[src/include/gfm_consts.svh]
`ifndef GFM_CONSTS_SVH
`define GFM_CONSTS_SVH
`define GFM_ADDR_PIN0      8'h00
`define GFM_ADDR_PIN1      8'h04
`define GFM_ADDR_EVENT     8'h08
`define GFM_ADDR_ACLK      8'h0c
`define GFM_FN_MSB         6
`define GFM_DIR_BIT        8
`define GFM_POL_BIT        9
`define GFM_DBE_BIT        10
`define GFM_LVL_BIT        12
`define GFM_ACLK_EN_BIT    15
`define GFM_ACLK_DIV_MSB   4
`define GFM_FN_RESET       7'h01
`define GFM_DIV_RESET      5'h00
`define GFM_FN_GPIO        7'h01
`define GFM_FN_HPR_DONE    7'h30
`define GFM_FN_DSP_FIRST   7'h35
`define GFM_FN_DSP_LAST    7'h3c
`define GFM_FN_ASYNC_CLK   7'h3d
`define GFM_FN_BOOT_DONE   7'h44
`define GFM_FN_RAM2        7'h46
`define GFM_FN_RAM3        7'h47
`define GFM_FN_MCLK_ENA    7'h4b
`define GFM_FN_ACLK_ENA    7'h4c
`define GFM_FN_ISRC_FIRST  7'h4d
`define GFM_FN_ISRC_LAST   7'h4f
`define GFM_FN_HPL_NEG     7'h53
`define GFM_FN_HPR_NEG     7'h54
`define GFM_FN_HPL_POS     7'h55
`define GFM_FN_HPR_POS     7'h56
`define GFM_FN_SPK_SHORT   7'h5f
`define GFM_FN_SPK_SHDN    7'h61
`define GFM_RESP_OKAY      2'h0
`define GFM_RESP_SLVERR    2'h2
`define GFM_CLK_MHZ        125
`define GFM_DEBOUNCE_US    1000
`define GFM_DEBOUNCE_CYC   (`GFM_DEBOUNCE_US * `GFM_CLK_MHZ)
`define GFM_PULSE_NS       32
`define GFM_PULSE_CYC      ((`GFM_PULSE_NS * `GFM_CLK_MHZ + 999) / 1000)
`endif

[src/include/gfm_pkg.sv]
package gfm_pkg;
  typedef struct packed {
    logic       hp_right_done;
    logic [7:0] dsp_status_flag;
    logic       boot_done;
    logic [1:0] dsp_ram_ready;
    logic       main_clock_enable;
    logic       async_clock_enable;
    logic [2:0] isrc_config_error;
    logic [3:0] hp_short;
    logic       spk_short;
    logic       spk_shutdown_done;
  } gfm_sources_t;

  typedef struct packed {
    logic [6:0] fn;
    logic       dir_out;
    logic       pol;
    logic       deb_en;
    logic       level;
  } gfm_pin_ctrl_t;

  typedef enum logic [1:0] {
    MODE_INPUT,
    MODE_OUTPUT,
    MODE_DRIVE,
    MODE_OFF
  } gfm_mode_t;
endpackage

[src/rtl/gfm_io.sv]
// Functional notes
// - code 30h drives a short pulse after right headphone enable sequence completes.
// - codes 35h to 3Ch drive dsp status flags one to eight, high asserted.
// - code 3Dh drives a divided clock from the async system clock.
// - code 44h drives a short pulse when boot has completed.
// - codes 46h and 47h drive ram ready of dsp two and three.
// - codes 4Bh and 4Ch drive clock enable status, zero enabled.
// - codes 4Dh to 4Fh drive rate converter configuration error flags.
// - codes 53h to 56h drive the four headphone short circuit flags.
// - code 5Fh drives the speaker short circuit flag.
// - code 61h drives speaker shutdown completed status.
// - code 01h with the direction bit clear makes the pin an input for button or jack detect.
// - level field reads debounced input, ignoring polarity inversion.
// - debounced input edges trigger write sequencer rise and fall sequences.
// - debounced input raises an event on rising and falling edges.
// - edge event bits stay latched until cleared by software.
// - general output drives a static high or low level.
// - output value comes from the pin level bit.
// - in output mode the level field reads back the debounced pin level.
// - polarity bit set drives the inverse of the level bit.
`timescale 1ns/1ps
`include "gfm_consts.svh"
module gfm_io #(
  parameter int DEBOUNCE_CYCLES = `GFM_DEBOUNCE_CYC
) (
  input  wire logic                  aclk,
  input  wire logic                  aresetn,
  input  wire logic [7:0]            s_axi_awaddr,
  input  wire logic                  s_axi_awvalid,
  output logic                       s_axi_awready,
  input  wire logic [31:0]           s_axi_wdata,
  input  wire logic [3:0]            s_axi_wstrb,
  input  wire logic                  s_axi_wvalid,
  output logic                       s_axi_wready,
  output logic [1:0]                 s_axi_bresp,
  output logic                       s_axi_bvalid,
  input  wire logic                  s_axi_bready,
  input  wire logic [7:0]            s_axi_araddr,
  input  wire logic                  s_axi_arvalid,
  output logic                       s_axi_arready,
  output logic [31:0]                s_axi_rdata,
  output logic [1:0]                 s_axi_rresp,
  output logic                       s_axi_rvalid,
  input  wire logic                  s_axi_rready,
  input  wire gfm_pkg::gfm_sources_t sources,
  input  wire logic                  async_clk_tick,
  input  wire logic [1:0]            pin_i,
  output logic [1:0]                 pin_o,
  output logic [1:0]                 pin_oe,
  output logic [1:0]                 seq_rise,
  output logic [1:0]                 seq_fall,
  output logic [3:0]                 event_status
);
  localparam logic [16:0] DEB_LAST = 17'(DEBOUNCE_CYCLES - 1);
  localparam logic [2:0]  PULSE_LEN = 3'(`GFM_PULSE_CYC);

  // register file state
  gfm_pkg::gfm_pin_ctrl_t ctrl_reg [2];
  gfm_pkg::gfm_pin_ctrl_t ctrl_next [2];
  logic [3:0]  ev_reg;
  logic [3:0]  ev_next;
  logic        aclk_en_reg;
  logic        aclk_en_next;
  logic [4:0]  aclk_div_reg;
  logic [4:0]  aclk_div_next;

  // bus state
  logic        aw_held_reg;
  logic        aw_held_next;
  logic [7:0]  aw_addr_reg;
  logic [7:0]  aw_addr_next;
  logic        w_held_reg;
  logic        w_held_next;
  logic [31:0] w_data_reg;
  logic [31:0] w_data_next;
  logic [3:0]  w_strb_reg;
  logic [3:0]  w_strb_next;
  logic        bvalid_reg;
  logic        bvalid_next;
  logic [1:0]  bresp_reg;
  logic [1:0]  bresp_next;
  logic        rvalid_reg;
  logic        rvalid_next;
  logic [31:0] rdata_reg;
  logic [31:0] rdata_next;
  logic [1:0]  rresp_reg;
  logic [1:0]  rresp_next;

  // per pin and source signals
  logic [1:0]  deb_level;
  logic [1:0]  rise_ev;
  logic [1:0]  fall_ev;
  logic [1:0]  stretched;
  logic [1:0]  pulse_src;
  logic        aclk_out_reg;
  logic        aclk_out_next;
  logic [4:0]  aclk_cnt_reg;
  logic [4:0]  aclk_cnt_next;

  logic        do_write;
  assign do_write      = aw_held_reg && w_held_reg && !bvalid_reg;
  assign s_axi_awready = !aw_held_reg && !bvalid_reg;
  assign s_axi_wready  = !w_held_reg && !bvalid_reg;
  assign s_axi_arready = !rvalid_reg;
  assign s_axi_bvalid  = bvalid_reg;
  assign s_axi_bresp   = bresp_reg;
  assign s_axi_rvalid  = rvalid_reg;
  assign s_axi_rdata   = rdata_reg;
  assign s_axi_rresp   = rresp_reg;
  assign event_status  = ev_reg;

  function automatic logic [31:0] merge(input logic [31:0] old, input logic [31:0] d, input logic [3:0] s);
    logic [31:0] r;
    r = old;
    for (int b = 0; b < 4; b++) begin
      if (s[b]) begin
        r[b*8 +: 8] = d[b*8 +: 8];
      end
    end
    return r;
  endfunction

  function automatic logic [31:0] ctrl_word(input gfm_pkg::gfm_pin_ctrl_t c, input logic lvl);
    logic [31:0] r;
    r = 32'h0000_0000;
    r[`GFM_FN_MSB:0] = c.fn;
    r[`GFM_DIR_BIT]  = c.dir_out;
    r[`GFM_POL_BIT]  = c.pol;
    r[`GFM_DBE_BIT]  = c.deb_en;
    r[`GFM_LVL_BIT]  = lvl;
    return r;
  endfunction

  function automatic gfm_pkg::gfm_pin_ctrl_t ctrl_field(input logic [31:0] w);
    gfm_pkg::gfm_pin_ctrl_t c;
    c.fn      = w[`GFM_FN_MSB:0];
    c.dir_out = w[`GFM_DIR_BIT];
    c.pol     = w[`GFM_POL_BIT];
    c.deb_en  = w[`GFM_DBE_BIT];
    c.level   = w[`GFM_LVL_BIT];
    return c;
  endfunction

  // status source selected by a function code
  function automatic logic src_bit(input logic [6:0] fn, input gfm_pkg::gfm_sources_t s,
                                   input logic [1:0] st, input logic ck);
    logic r;
    r = 1'b0;
    if (fn >= `GFM_FN_DSP_FIRST && fn <= `GFM_FN_DSP_LAST) begin
      r = s.dsp_status_flag[3'(fn - `GFM_FN_DSP_FIRST)];
    end else if (fn >= `GFM_FN_ISRC_FIRST && fn <= `GFM_FN_ISRC_LAST) begin
      r = s.isrc_config_error[2'(fn - `GFM_FN_ISRC_FIRST)];
    end else begin
      case (fn)
        `GFM_FN_HPR_DONE:  r = st[0];
        `GFM_FN_ASYNC_CLK: r = ck;
        `GFM_FN_BOOT_DONE: r = st[1];
        `GFM_FN_RAM2:      r = s.dsp_ram_ready[0];
        `GFM_FN_RAM3:      r = s.dsp_ram_ready[1];
        `GFM_FN_MCLK_ENA:  r = !s.main_clock_enable;
        `GFM_FN_ACLK_ENA:  r = !s.async_clock_enable;
        `GFM_FN_HPL_NEG:   r = s.hp_short[0];
        `GFM_FN_HPR_NEG:   r = s.hp_short[1];
        `GFM_FN_HPL_POS:   r = s.hp_short[2];
        `GFM_FN_HPR_POS:   r = s.hp_short[3];
        `GFM_FN_SPK_SHORT: r = s.spk_short;
        `GFM_FN_SPK_SHDN:  r = s.spk_shutdown_done;
        default:           r = 1'b0;
      endcase
    end
    return r;
  endfunction

  function automatic logic fn_known(input logic [6:0] fn);
    logic k;
    k = (fn >= `GFM_FN_DSP_FIRST && fn <= `GFM_FN_ASYNC_CLK) ||
        (fn >= `GFM_FN_MCLK_ENA && fn <= `GFM_FN_ISRC_LAST) ||
        (fn >= `GFM_FN_HPL_NEG && fn <= `GFM_FN_HPR_POS) ||
        fn == `GFM_FN_HPR_DONE || fn == `GFM_FN_BOOT_DONE ||
        fn == `GFM_FN_RAM2 || fn == `GFM_FN_RAM3 ||
        fn == `GFM_FN_SPK_SHORT || fn == `GFM_FN_SPK_SHDN;
    return k;
  endfunction

  // bus and register file
  always_comb begin
    logic [31:0] wv;
    wv            = 32'h0000_0000;
    aw_held_next  = aw_held_reg;
    aw_addr_next  = aw_addr_reg;
    w_held_next   = w_held_reg;
    w_data_next   = w_data_reg;
    w_strb_next   = w_strb_reg;
    bvalid_next   = bvalid_reg;
    bresp_next    = bresp_reg;
    rvalid_next   = rvalid_reg;
    rdata_next    = rdata_reg;
    rresp_next    = rresp_reg;
    ctrl_next     = ctrl_reg;
    aclk_en_next  = aclk_en_reg;
    aclk_div_next = aclk_div_reg;
    ev_next       = ev_reg;
    if (s_axi_awvalid && s_axi_awready) begin
      aw_held_next = 1'b1;
      aw_addr_next = s_axi_awaddr;
    end
    if (s_axi_wvalid && s_axi_wready) begin
      w_held_next = 1'b1;
      w_data_next = s_axi_wdata;
      w_strb_next = s_axi_wstrb;
    end
    if (bvalid_reg && s_axi_bready) begin
      bvalid_next = 1'b0;
    end
    if (do_write) begin
      aw_held_next = 1'b0;
      w_held_next  = 1'b0;
      bvalid_next  = 1'b1;
      bresp_next   = `GFM_RESP_OKAY;
      case (aw_addr_reg)
        `GFM_ADDR_PIN0: begin
          wv = merge(ctrl_word(ctrl_reg[0], ctrl_reg[0].level), w_data_reg, w_strb_reg);
          ctrl_next[0] = ctrl_field(wv);
        end
        `GFM_ADDR_PIN1: begin
          wv = merge(ctrl_word(ctrl_reg[1], ctrl_reg[1].level), w_data_reg, w_strb_reg);
          ctrl_next[1] = ctrl_field(wv);
        end
        `GFM_ADDR_EVENT: begin
          if (w_strb_reg[0]) begin
            ev_next = ev_reg & ~w_data_reg[3:0];
          end
        end
        `GFM_ADDR_ACLK: begin
          wv = 32'h0000_0000;
          wv[`GFM_ACLK_EN_BIT] = aclk_en_reg;
          wv[`GFM_ACLK_DIV_MSB:0] = aclk_div_reg;
          wv = merge(wv, w_data_reg, w_strb_reg);
          aclk_en_next  = wv[`GFM_ACLK_EN_BIT];
          aclk_div_next = wv[`GFM_ACLK_DIV_MSB:0];
        end
        default: bresp_next = `GFM_RESP_SLVERR;
      endcase
    end
    // a new edge wins over a clear in the same cycle
    ev_next = ev_next | {fall_ev[1], rise_ev[1], fall_ev[0], rise_ev[0]};
    if (rvalid_reg && s_axi_rready) begin
      rvalid_next = 1'b0;
    end
    if (s_axi_arvalid && s_axi_arready) begin
      rvalid_next = 1'b1;
      rresp_next  = `GFM_RESP_OKAY;
      rdata_next  = 32'h0000_0000;
      case (s_axi_araddr)
        `GFM_ADDR_PIN0:  rdata_next = ctrl_word(ctrl_reg[0], deb_level[0]);
        `GFM_ADDR_PIN1:  rdata_next = ctrl_word(ctrl_reg[1], deb_level[1]);
        `GFM_ADDR_EVENT: rdata_next[3:0] = ev_reg;
        `GFM_ADDR_ACLK: begin
          rdata_next[`GFM_ACLK_EN_BIT] = aclk_en_reg;
          rdata_next[`GFM_ACLK_DIV_MSB:0] = aclk_div_reg;
        end
        default: rresp_next = `GFM_RESP_SLVERR;
      endcase
    end
  end

  always_ff @(posedge aclk) begin
    if (!aresetn) begin
      aw_held_reg  <= 1'b0;
      aw_addr_reg  <= 8'h00;
      w_held_reg   <= 1'b0;
      w_data_reg   <= 32'h0000_0000;
      w_strb_reg   <= 4'h0;
      bvalid_reg   <= 1'b0;
      bresp_reg    <= `GFM_RESP_OKAY;
      rvalid_reg   <= 1'b0;
      rdata_reg    <= 32'h0000_0000;
      rresp_reg    <= `GFM_RESP_OKAY;
      for (int p = 0; p < 2; p++) begin
        ctrl_reg[p] <= '{fn: `GFM_FN_RESET, dir_out: 1'b0, pol: 1'b0, deb_en: 1'b0, level: 1'b0};
      end
      ev_reg       <= 4'h0;
      aclk_en_reg  <= 1'b0;
      aclk_div_reg <= `GFM_DIV_RESET;
    end else begin
      aw_held_reg  <= aw_held_next;
      aw_addr_reg  <= aw_addr_next;
      w_held_reg   <= w_held_next;
      w_data_reg   <= w_data_next;
      w_strb_reg   <= w_strb_next;
      bvalid_reg   <= bvalid_next;
      bresp_reg    <= bresp_next;
      rvalid_reg   <= rvalid_next;
      rdata_reg    <= rdata_next;
      rresp_reg    <= rresp_next;
      ctrl_reg     <= ctrl_next;
      ev_reg       <= ev_next;
      aclk_en_reg  <= aclk_en_next;
      aclk_div_reg <= aclk_div_next;
    end
  end

  // async clock output: toggles once every div ticks, div 0 acts as 1
  always_comb begin
    aclk_cnt_next = aclk_cnt_reg;
    aclk_out_next = aclk_out_reg;
    if (!aclk_en_reg) begin
      aclk_cnt_next = 5'h00;
      aclk_out_next = 1'b0;
    end else if (async_clk_tick) begin
      if (aclk_cnt_reg + 5'h01 >= aclk_div_reg) begin
        aclk_cnt_next = 5'h00;
        aclk_out_next = !aclk_out_reg;
      end else begin
        aclk_cnt_next = aclk_cnt_reg + 5'h01;
      end
    end
  end

  always_ff @(posedge aclk) begin
    if (!aresetn) begin
      aclk_cnt_reg <= 5'h00;
      aclk_out_reg <= 1'b0;
    end else begin
      aclk_cnt_reg <= aclk_cnt_next;
      aclk_out_reg <= aclk_out_next;
    end
  end

  assign pulse_src = {sources.boot_done, sources.hp_right_done};

  // completion events stretched to a short fixed pulse
  for (genvar g = 0; g < 2; g++) begin : g_pulse
    logic       prev_reg;
    logic [2:0] cnt_reg;
    logic [2:0] cnt_next;
    always_comb begin
      cnt_next = cnt_reg;
      if (pulse_src[g] && !prev_reg) begin
        cnt_next = PULSE_LEN;
      end else if (cnt_reg != 3'h0) begin
        cnt_next = cnt_reg - 3'h1;
      end
    end
    always_ff @(posedge aclk) begin
      if (!aresetn) begin
        prev_reg <= 1'b0;
        cnt_reg  <= 3'h0;
      end else begin
        prev_reg <= pulse_src[g];
        cnt_reg  <= cnt_next;
      end
    end
    assign stretched[g] = cnt_reg != 3'h0;
  end

  for (genvar g = 0; g < 2; g++) begin : g_pin
    logic                meta_reg;
    logic                sync_reg;
    logic                deb_reg;
    logic                deb_next;
    logic [16:0]         cnt_reg;
    logic [16:0]         cnt_next;
    logic                rise_reg;
    logic                fall_reg;
    logic                o_reg;
    logic                o_next;
    logic                oe_reg;
    logic                oe_next;
    gfm_pkg::gfm_mode_t  mode;
    logic                is_input;

    always_comb begin
      if (ctrl_reg[g].fn == `GFM_FN_GPIO) begin
        mode = ctrl_reg[g].dir_out ? gfm_pkg::MODE_OUTPUT : gfm_pkg::MODE_INPUT;
      end else if (fn_known(ctrl_reg[g].fn)) begin
        mode = gfm_pkg::MODE_DRIVE;
      end else begin
        mode = gfm_pkg::MODE_OFF;
      end
    end
    assign is_input = mode == gfm_pkg::MODE_INPUT;

    always_comb begin
      deb_next = deb_reg;
      cnt_next = 17'h0_0000;
      if (!ctrl_reg[g].deb_en) begin
        deb_next = sync_reg;
      end else if (sync_reg != deb_reg) begin
        if (cnt_reg >= DEB_LAST) begin
          deb_next = sync_reg;
        end else begin
          cnt_next = cnt_reg + 17'h0_0001;
        end
      end
      unique case (mode)
        gfm_pkg::MODE_INPUT: begin
          o_next  = 1'b0;
          oe_next = 1'b0;
        end
        gfm_pkg::MODE_OUTPUT: begin
          o_next  = ctrl_reg[g].level ^ ctrl_reg[g].pol;
          oe_next = 1'b1;
        end
        gfm_pkg::MODE_DRIVE: begin
          o_next  = src_bit(ctrl_reg[g].fn, sources, stretched, aclk_out_reg) ^ ctrl_reg[g].pol;
          oe_next = 1'b1;
        end
        gfm_pkg::MODE_OFF: begin
          o_next  = 1'b0;
          oe_next = 1'b0;
        end
      endcase
    end

    always_ff @(posedge aclk) begin
      if (!aresetn) begin
        meta_reg <= 1'b0;
        sync_reg <= 1'b0;
        deb_reg  <= 1'b0;
        cnt_reg  <= 17'h0_0000;
        rise_reg <= 1'b0;
        fall_reg <= 1'b0;
        o_reg    <= 1'b0;
        oe_reg   <= 1'b0;
      end else begin
        meta_reg <= pin_i[g];
        sync_reg <= meta_reg;
        deb_reg  <= deb_next;
        cnt_reg  <= cnt_next;
        rise_reg <= is_input && deb_next && !deb_reg;
        fall_reg <= is_input && !deb_next && deb_reg;
        o_reg    <= o_next;
        oe_reg   <= oe_next;
      end
    end

    assign deb_level[g] = deb_reg;
    assign rise_ev[g]   = rise_reg;
    assign fall_ev[g]   = fall_reg;
    assign seq_rise[g]  = rise_reg;
    assign seq_fall[g]  = fall_reg;
    assign pin_o[g]     = o_reg;
    assign pin_oe[g]    = oe_reg;
  end
endmodule

[config.mk]
export PLATFORM = sky130hd
export DESIGN_NAME = gfm_io
export DESIGN_NICKNAME = d
export VERILOG_FILES = /design/src/include/gfm_pkg.sv /design/src/rtl/gfm_io.sv
export VERILOG_INCLUDE_DIRS = /design/src /design/src/include
export SDC_FILE = /design/constraint.sdc
export NUM_CORES = 1
export LEC_CHECK = 0
export BUFFER_PORTS_ARGS = -buffer_cell sky130_fd_sc_hd__buf_2
export CORE_MARGIN = 2
export CORE_UTILIZATION = 56
export DETAILED_ROUTE_END_ITERATION = 10
export MAX_ROUTING_LAYER = met4
export PLACE_DENSITY_LB_ADDON = 0.08
export SKIP_LAST_GASP = 1
export SYNTH_ARGS = -nofsm -noshare
export SYNTH_HDL_FRONTEND = slang
export SYNTH_SLANG_ARGS = --single-unit
[constraint.sdc]
create_clock -name aclk -period 2.8 [get_ports aclk]
set_clock_uncertainty 0.1 [all_clocks]
set_input_delay 0 -clock aclk [delete_from_list [all_inputs] [get_ports aclk]]
set_output_delay 0 -clock aclk [all_outputs]
set_load 0.005 [all_outputs]
; Word-level counts from Yosys, hierarchy flattened
; Index checks and enable logic that the tools add are counted.
[word_totals]
mem_count = 0
output_inout_bits = 53
latchBits = 0
ff_bits = 144
inputBits = 85
rom_bits = 0
elab_cells = 270
mem_bits_rw = 0
[op_classes]
n_lt_le_gt_ge = 23
n_eq_ne = 42
reduce_logical = 87
shifts = 0
multipliers = 0
addsub = 9
n_bitwise = 12
n_mux = 50
n_div = 0
[op_table]
columns = cell, n
row1 = $eq A7 B7 Y1 const B, 22
row2 = $ge A7 B7 Y1 const B, 6
row3 = $add A17 B1 Y17 const B, 2
row4 = $ge A17 B17 Y1 const B, 2
row5 = $eq A8 B4 Y1 const B, 4
row6 = $logic_and A1 B1 Y1, 29
row7 = $eq A7 B6 Y1 const B, 4
row8 = $le A7 B6 Y1 const B, 4
row9 = $le A7 B7 Y1 const B, 4
row10 = $pmux W1 S13, 2
row11 = $mux W1, 25
row12 = $reduce_and A3 Y1, 6
row13 = $eq A8 B3 Y1 const B, 2
row14 = $logic_not A8 Y1, 2
row15 = $logic_or A1 B1 Y1, 16
row16 = $pmux W4 S4, 1
row17 = $pmux W8 S2, 1
row18 = $reduce_or A4 Y1, 4
row19 = $eq A7 B1 Y1 const B, 2
row20 = $ge A7 B6 Y1 const B, 2
row21 = $reduce_or A2 Y1, 7
row22 = $logic_not A1 Y1, 13
row23 = $mux W3, 4
row24 = $mux W4, 3
row25 = 25 further kinds, 56

; Logic depth before layout (Yosys ltp)
[depth]
word_depth = 16
ltp_mapped = 10
ltp_nobuf = 9

; Least setup slack after synthesis
; Ideal clock, no wire load.
[synth_timing]
path_type = reg-to-reg
start = register ctrl_reg[16] (netlist name)
end = register g_pin[0].o_reg
n_path_buf = 1
t_arrival_ps = 2191
stages_incl_launch_ff = 10
period_less_slack_ps = 2365
setup_slack_ps = 435
cell_sequence = dfxtp_1 -> buf_2 -> inv_1 -> ha_1 -> or3_4 -> a21oi_1 -> nor3b_1 -> or4_1 -> or3b_1 -> o21ai_0
[synth_via]
elab_chain_len = 15
word_cells_on_any_way = 54
cone_classes = add/sub: 2 / order compare: 8 / eq/ne: 17 / mux: 11 / bitwise: 1 / reduce/logical: 15
[synth_rtl]
columns = item, line
row1 = from (decl), gfm_io.sv:58  ; gfm_pkg::gfm_pin_ctrl_t ctrl_reg [2];
row2 = "from (signal, indexed assignment)", gfm_io.sv:280  ; ctrl_reg[p] <= '{fn: `GFM_FN_RESET, dir_out: 1'b0, pol: 1'b0, deb_en: 1'b0, level: 1'b0};
row3 = from (signal assigned), gfm_io.sv:296  ; ctrl_reg <= ctrl_next;
row4 = "$ge A7 B6 Y1 (no line), or another cell as far along", n/a
row5 = $logic_and A1 B1 Y1 (no line), n/a
row6 = $logic_or A1 B1 Y1 (2 in a row), gfm_io.sv:176  ; k = (fn >= `GFM_FN_DSP_FIRST && fn <= `GFM_FN_ASYNC_CLK) ||
row7 = $logic_or A1 B1 Y1 (no line) (6 in a row), n/a
row8 = $mux W1, gfm_io.sv:376  ; end else if (fn_known(ctrl_reg[g].fn)) begin
row9 = $mux W2, gfm_io.sv:374  ; if (ctrl_reg[g].fn == `GFM_FN_GPIO) begin
row10 = $eq A2 B2 Y1 or $logic_not A2 Y1 (tied branches), gfm_io.sv:396  ; unique case (mode)
row11 = $reduce_or A2 Y1 (no line), n/a
row12 = $pmux W1 S3 *, gfm_io.sv:396
row13 = to (signal assigned), gfm_io.sv:433  ; o_reg <= o_next;
row14 = to (decl), gfm_io.sv:366  ; logic o_reg;
; Every way passes the cells marked *; elsewhere a longest branch is shown, timed or not. The select of a mux whose other input is x is not followed.
; A chain may end at the register's enable or synchronous reset.

; Worst setup path after layout
; Ends and elaborated chain as after synthesis.

==> flow_summary.html <==
<table>
<tr><th>Metric</th><th>Value</th></tr>
<tr><th colspan="2">Worst setup path</th></tr>
<tr><td>Worst-path fanout max</td><td>7</td></tr>
<tr><td>Setup crit end kind</td><td>flip-flop</td></tr>
<tr><td>Worst setup path category</td><td>reg2reg</td></tr>
<tr><td>CP arrival</td><td>2.78 ns</td></tr>
<tr><td>Logic depth of the worst path, buffers included</td><td>8</td></tr>
<tr><td>Crit path max-delay family</td><td>simple AND/OR/NAND/NOR gates</td></tr>
<tr><td>CP max-delay cell</td><td>sky130_fd_sc_hd__or4_1</td></tr>
<tr><td>Data required time at the worst endpoint</td><td>slightly above 3 ns</td></tr>
<tr><td>Reg2reg start</td><td>ctrl_reg[16]$_SDFFE_PN0P_</td></tr>
<tr><td>CP max stage delay</td><td>just over 0.5 ns</td></tr>
<tr><td>Worst Path Buf+Inv</td><td>1</td></tr>
<tr><td>Nature of the critical path startpoint</td><td>flip-flop</td></tr>
<tr><td>Depth of the worst register-to-register path</td><td>8</td></tr>
<tr><td>Cell-by-cell listing of the critical path</td><td>inv_1 -&gt; ha_1 -&gt; or3_4 -&gt; a21oi_1 -&gt; nor3b_1 -&gt; or4_1 -&gt; or3b_1 -&gt; o21ai_0</td></tr>
<tr><td>CP startpoint</td><td>ctrl_reg[16]$_SDFFE_PN0P_</td></tr>
<tr><th colspan="2">Placement</th></tr>
<tr><td>Pre-CTS worst setup slack</td><td>0.303 ns</td></tr>
<tr><td>Input/output buffers</td><td>slightly above 90</td></tr>
<tr><td>Routability Congestion</td><td>about 0.9</td></tr>
<tr><td>Sum of net half-perimeters after detailed placement</td><td>about 13,000 um</td></tr>
<tr><th colspan="2">Yosys</th></tr>
<tr><td>Library cell with the highest instance count after synthesis</td><td>sky130_fd_sc_hd__dfxtp_1</td></tr>
<tr><td>Average instance area after synthesis</td><td>about 8.7 um2</td></tr>
<tr><td>Top post-synthesis cells by area</td><td>sky130_fd_sc_hd__dfxtp_1 38%, sky130_fd_sc_hd__nand2_1 5.5%, sky130_fd_sc_hd__ha_1 4.2%, sky130_fd_sc_hd__mux2i_1 4.1%, sky130_fd_sc_hd__nor2b_1 3.9%</td></tr>
<tr><td>Summed instance area of the synthesized netlist</td><td>between 0.007 and 0.008 mm2</td></tr>
<tr><td>Distinct cells, synth</td><td>~70</td></tr>
<tr><td>Flops &amp; latches, synth</td><td>134</td></tr>
<tr><td>Post-synthesis cell count</td><td>just over 800</td></tr>
<tr><td>Fraction of the yosys area taken by sequential cells</td><td>between 30% and 40%</td></tr>
<tr><td>Share of flip-flops with an asynchronous set or reset after synthesis</td><td>0%</td></tr>
<tr><td>Number of synthesis warnings</td><td>0</td></tr>
<tr><td>Flip-flop cell with the highest count after synthesis</td><td>sky130_fd_sc_hd__dfxtp_1</td></tr>
<tr><td>Top cell type by total area after synthesis</td><td>sky130_fd_sc_hd__dfxtp_1</td></tr>
<tr><td>Number of enable flip-flop cells after synthesis</td><td>0</td></tr>
<tr><td>Yosys top cell area share</td><td>between 30% and 40%</td></tr>
<tr><td>Ranking of synthesized cells by instance count</td><td>134 x sky130_fd_sc_hd__dfxtp_1, 104 x sky130_fd_sc_hd__nand2_1, 71 x sky130_fd_sc_hd__nor2_1</td></tr>
<tr><th colspan="2">Routing</th></tr>
<tr><td>First drt pass iteration count</td><td>7</td></tr>
<tr><td>Count of antenna-violating nets left after detailed routing</td><td>0</td></tr>
<tr><td>Routed WL per cell</td><td>approximately 16 um</td></tr>
<tr><td>Aggregate routed wire length</td><td>between 15,000 and 20,000 um</td></tr>
<tr><td>Ratio of routed vias to standard cells</td><td>~5.6</td></tr>
<tr><td>Number of vias in the routed layout</td><td>about 6,300</td></tr>
<tr><td>Initial drt markers</td><td>~420</td></tr>
<tr><td>DRC</td><td>0</td></tr>
<tr><th colspan="2">Power</th></tr>
<tr><td>Net switching power</td><td>1.06 mW</td></tr>
<tr><td>Clock network fraction of design power</td><td>between 40% and 50%</td></tr>
<tr><td>Cell internal pwr</td><td>~3.4 mW</td></tr>
<tr><td>Fraction of power spent switching nets</td><td>roughly a quarter</td></tr>
<tr><td>Combinational share of power</td><td>8.5%</td></tr>
<tr><td>Max VDD drop</td><td>between 0.4 and 0.5 mV</td></tr>
<tr><td>Register share of total power</td><td>44.7%</td></tr>
<tr><td>Static Leakage</td><td>between 3 and 4 nW</td></tr>
<tr><td>Pwr Density</td><td>521 mW/mm2</td></tr>
<tr><td>Total power</td><td>roughly 4.5 mW</td></tr>
<tr><th colspan="2">CTS</th></tr>
<tr><td>Clock tree sinks</td><td>between 100 and 150</td></tr>
<tr><td>Number of H-tree levels</td><td>4</td></tr>
<tr><td>Max Root-Sink Buffers</td><td>2</td></tr>
<tr><td>Clk Latency, worst-skew pair</td><td>between 0.4 and 0.5 ns</td></tr>
<tr><td>Post-CTS repair timing setup buffer count</td><td>0</td></tr>
<tr><td>Clock tree from TritonCTS</td><td>built</td></tr>
<tr><td>Number of clock buffers inserted by TritonCTS</td><td>17</td></tr>
<tr><td>Total of cells resized after clock tree synthesis</td><td>0</td></tr>
<tr><td>CTS Hold Bufs</td><td>between 40 and 50</td></tr>
<tr><td>Buffer cell driving the clock tree root</td><td>sky130_fd_sc_hd__clkbuf_16</td></tr>
<tr><td>Clk pin slew, worst setup/hold paths</td><td>about 0.06 ns</td></tr>
<tr><th colspan="2">Run</th></tr>
<tr><td>Max-cap check violation count</td><td>0</td></tr>
<tr><th colspan="2">Global routing</th></tr>
<tr><td>Total Routing Usage GR</td><td>28.3%</td></tr>
<tr><td>Pin count of the biggest net entering global routing</td><td>47</td></tr>
<tr><td>Number of global-route vias before repair</td><td>about 6,000</td></tr>
<tr><td>Antenna violations before repair</td><td>0</td></tr>
<tr><td>GR Overflow Total</td><td>0</td></tr>
<tr><td>Global-route wire length before repair</td><td>slightly below 30,000 um</td></tr>
<tr><th colspan="2">Worst hold path</th></tr>
<tr><td>Hold/Removal Path Class</td><td>in2reg</td></tr>
<tr><td>Number of cells on the worst hold path</td><td>4</td></tr>
<tr><td>Hold Path Origin</td><td>s_axi_awvalid</td></tr>
<tr><th colspan="2">Floorplanning</th></tr>
<tr><td>Number of placement rows</td><td>41</td></tr>
<tr><td>Floorplan Core Area</td><td>around 0.013 mm2</td></tr>
<tr><td>Die Width</td><td>roughly 120 um</td></tr>
<tr><td>Initial cell density of the core</td><td>57.0%</td></tr>
<tr><td>Floorplan die area</td><td>0.0137 mm2</td></tr>
<tr><td>I/O pin count</td><td>roughly 140</td></tr>
<tr><td>Die extent in y</td><td>approximately 120 um</td></tr>
<tr><th colspan="2">STA</th></tr>
<tr><td>Final hold violation count</td><td>0</td></tr>
<tr><td>Minimum setup slack in the final design</td><td>about 0.27 ns</td></tr>
<tr><td>Peak clock frequency supported by timing</td><td>396 MHz</td></tr>
<tr><td>Slew at the pin with the worst max-slew slack</td><td>0.642 ns</td></tr>
<tr><td>Crit path time final</td><td>roughly 2.5 ns</td></tr>
<tr><td>Worst-case headroom to the max-slew limit</td><td>around 57%</td></tr>
<tr><td>RSZ-0062 raised after global routing</td><td>no</td></tr>
<tr><td>Sum Neg Setup Slack</td><td>0 ns</td></tr>
<tr><td>Endpoints failing setup</td><td>0</td></tr>
<tr><td>Number of max-slew violations in the final report</td><td>0</td></tr>
<tr><td>Period utilization</td><td>between 90% and 100%</td></tr>
<tr><th colspan="2">Finish</th></tr>
<tr><td>Filler instances</td><td>between 1,000 and 1,500</td></tr>
<tr><td>Count of nets after finishing</td><td>approximately 1,100</td></tr>
<tr><td>Share of cells above drive strength 1</td><td>between 10% and 20%</td></tr>
<tr><td>Max reg flops</td><td>34</td></tr>
<tr><td>Area growth, synth to finish</td><td>20.9%</td></tr>
<tr><td>Diodes inserted</td><td>0</td></tr>
<tr><th colspan="2">Run status</th></tr>
<tr><td>Status</td><td>finished clean</td></tr>
</table>
-- power by group through the flow --
stage / Clock [mW] / Sequential, mW / Combinational, mW
floorplan: 0 / 2.03 / 0.242
global placement: 0 / 2.04 / 0.314
detailed placement: 0 / 2.05 / 0.326
CTS: 2.13 / 2.01 / 0.375
global route: 2.21 / 2.01 / 0.426
finish: 2.11 / 2.01 / 0.380
-- placed cells by master (no fill, tap or decap), drive strengths merged, types with 11 or more instances in the layout --
cell | netlist | routed
a21oi | 24 | 24
nor3 | 13 | 13
nor2b | 44 | 44
a21boi | 31 | 31
conb | 1 | 22
nand2 | 105 | 105
dlygate4sd3 | 0 | 43
and2 | 12 | 12
inv | 33 | 33
ha | 24 | 24
a22oi | 11 | 11
buf | 42 | 113
xor2 | 21 | 21
nor2 | 72 | 72
nand3 | 29 | 29
dfxtp | 134 | 134
clkbuf | 25 | 21
mux2i | 29 | 29
xnor2 | 16 | 16
nand4 | 18 | 18
o21ai | 15 | 15
-- worst paths after layout --
path / end / slack (ns)
max: g_pin[0].o_reg$_SDFF_PP0_ / 0.27
min reg2reg: g_pin[0].sync_reg$_SDFF_PN0_ / 0.34
max reg2reg: g_pin[0].o_reg$_SDFF_PP0_ / 0.27
min: aw_held_reg$_SDFFE_PP0P_ / 0.03
-- worst min-delay path: stages --
cell and delay, ns:
sky130_fd_sc_hd__buf_2 0.10, sky130_fd_sc_hd__and2_1 0.23, sky130_fd_sc_hd__nor2_1 0.12, sky130_fd_sc_hd__nor2_1 0.04
-- kinds of logic after synthesis --
kind of cell	synth area share (%)
and+or+nand+nor	25.9
DFF	37.6
AOI/OAI and AO/OA	13.0
buffers and inverters	7.24
xor gates and xnor gates	4.54
muxes	7.54
adders and majority gates	4.21
other	0.0525
-- per-layer routing --
layer  vias to the layer above  track usage [%]  routed length, um
met2                       221             45.5               8840
met4                         0             12.9                592
met3                        42             4.22                924
li1                       3063                -                  -
met1                      2964             35.2               8060
met5                         -                -                  0
-- stage by stage --
| stage | util [%] | cells | cell area (um2) | hold WS (ns) |
|---|---|---|---|---|
| final | 69.0 | 1133 | 8630 | 0.0261 |
| after detailed placement | 61.2 | 1059 | 7660 | 0.126 |
| after global placement | 61.2 | 1059 | 7660 | 0.108 |
| after CTS | 69.0 | 1133 | 8630 | 0.00684 |
| after global routing | 69.0 | 1133 | 8630 | 0.0772 |
| after floorplan | - | 841 | 7220 | 0.0273 |
-- layout make-up --
type	count	area, um2	area share [%]
Tap cell	172	215	2.49
Inverter	33	124	1.43
Sequential cell	134	2680	31.1
Clock buffer	21	440	5.10
Clock inverter	10	108	1.25
Timing Repair Buffer	156	1050	12.1
Multi-Input combinational cell	607	4020	46.5
Note: power is estimated with default switching activity, not from simulation.
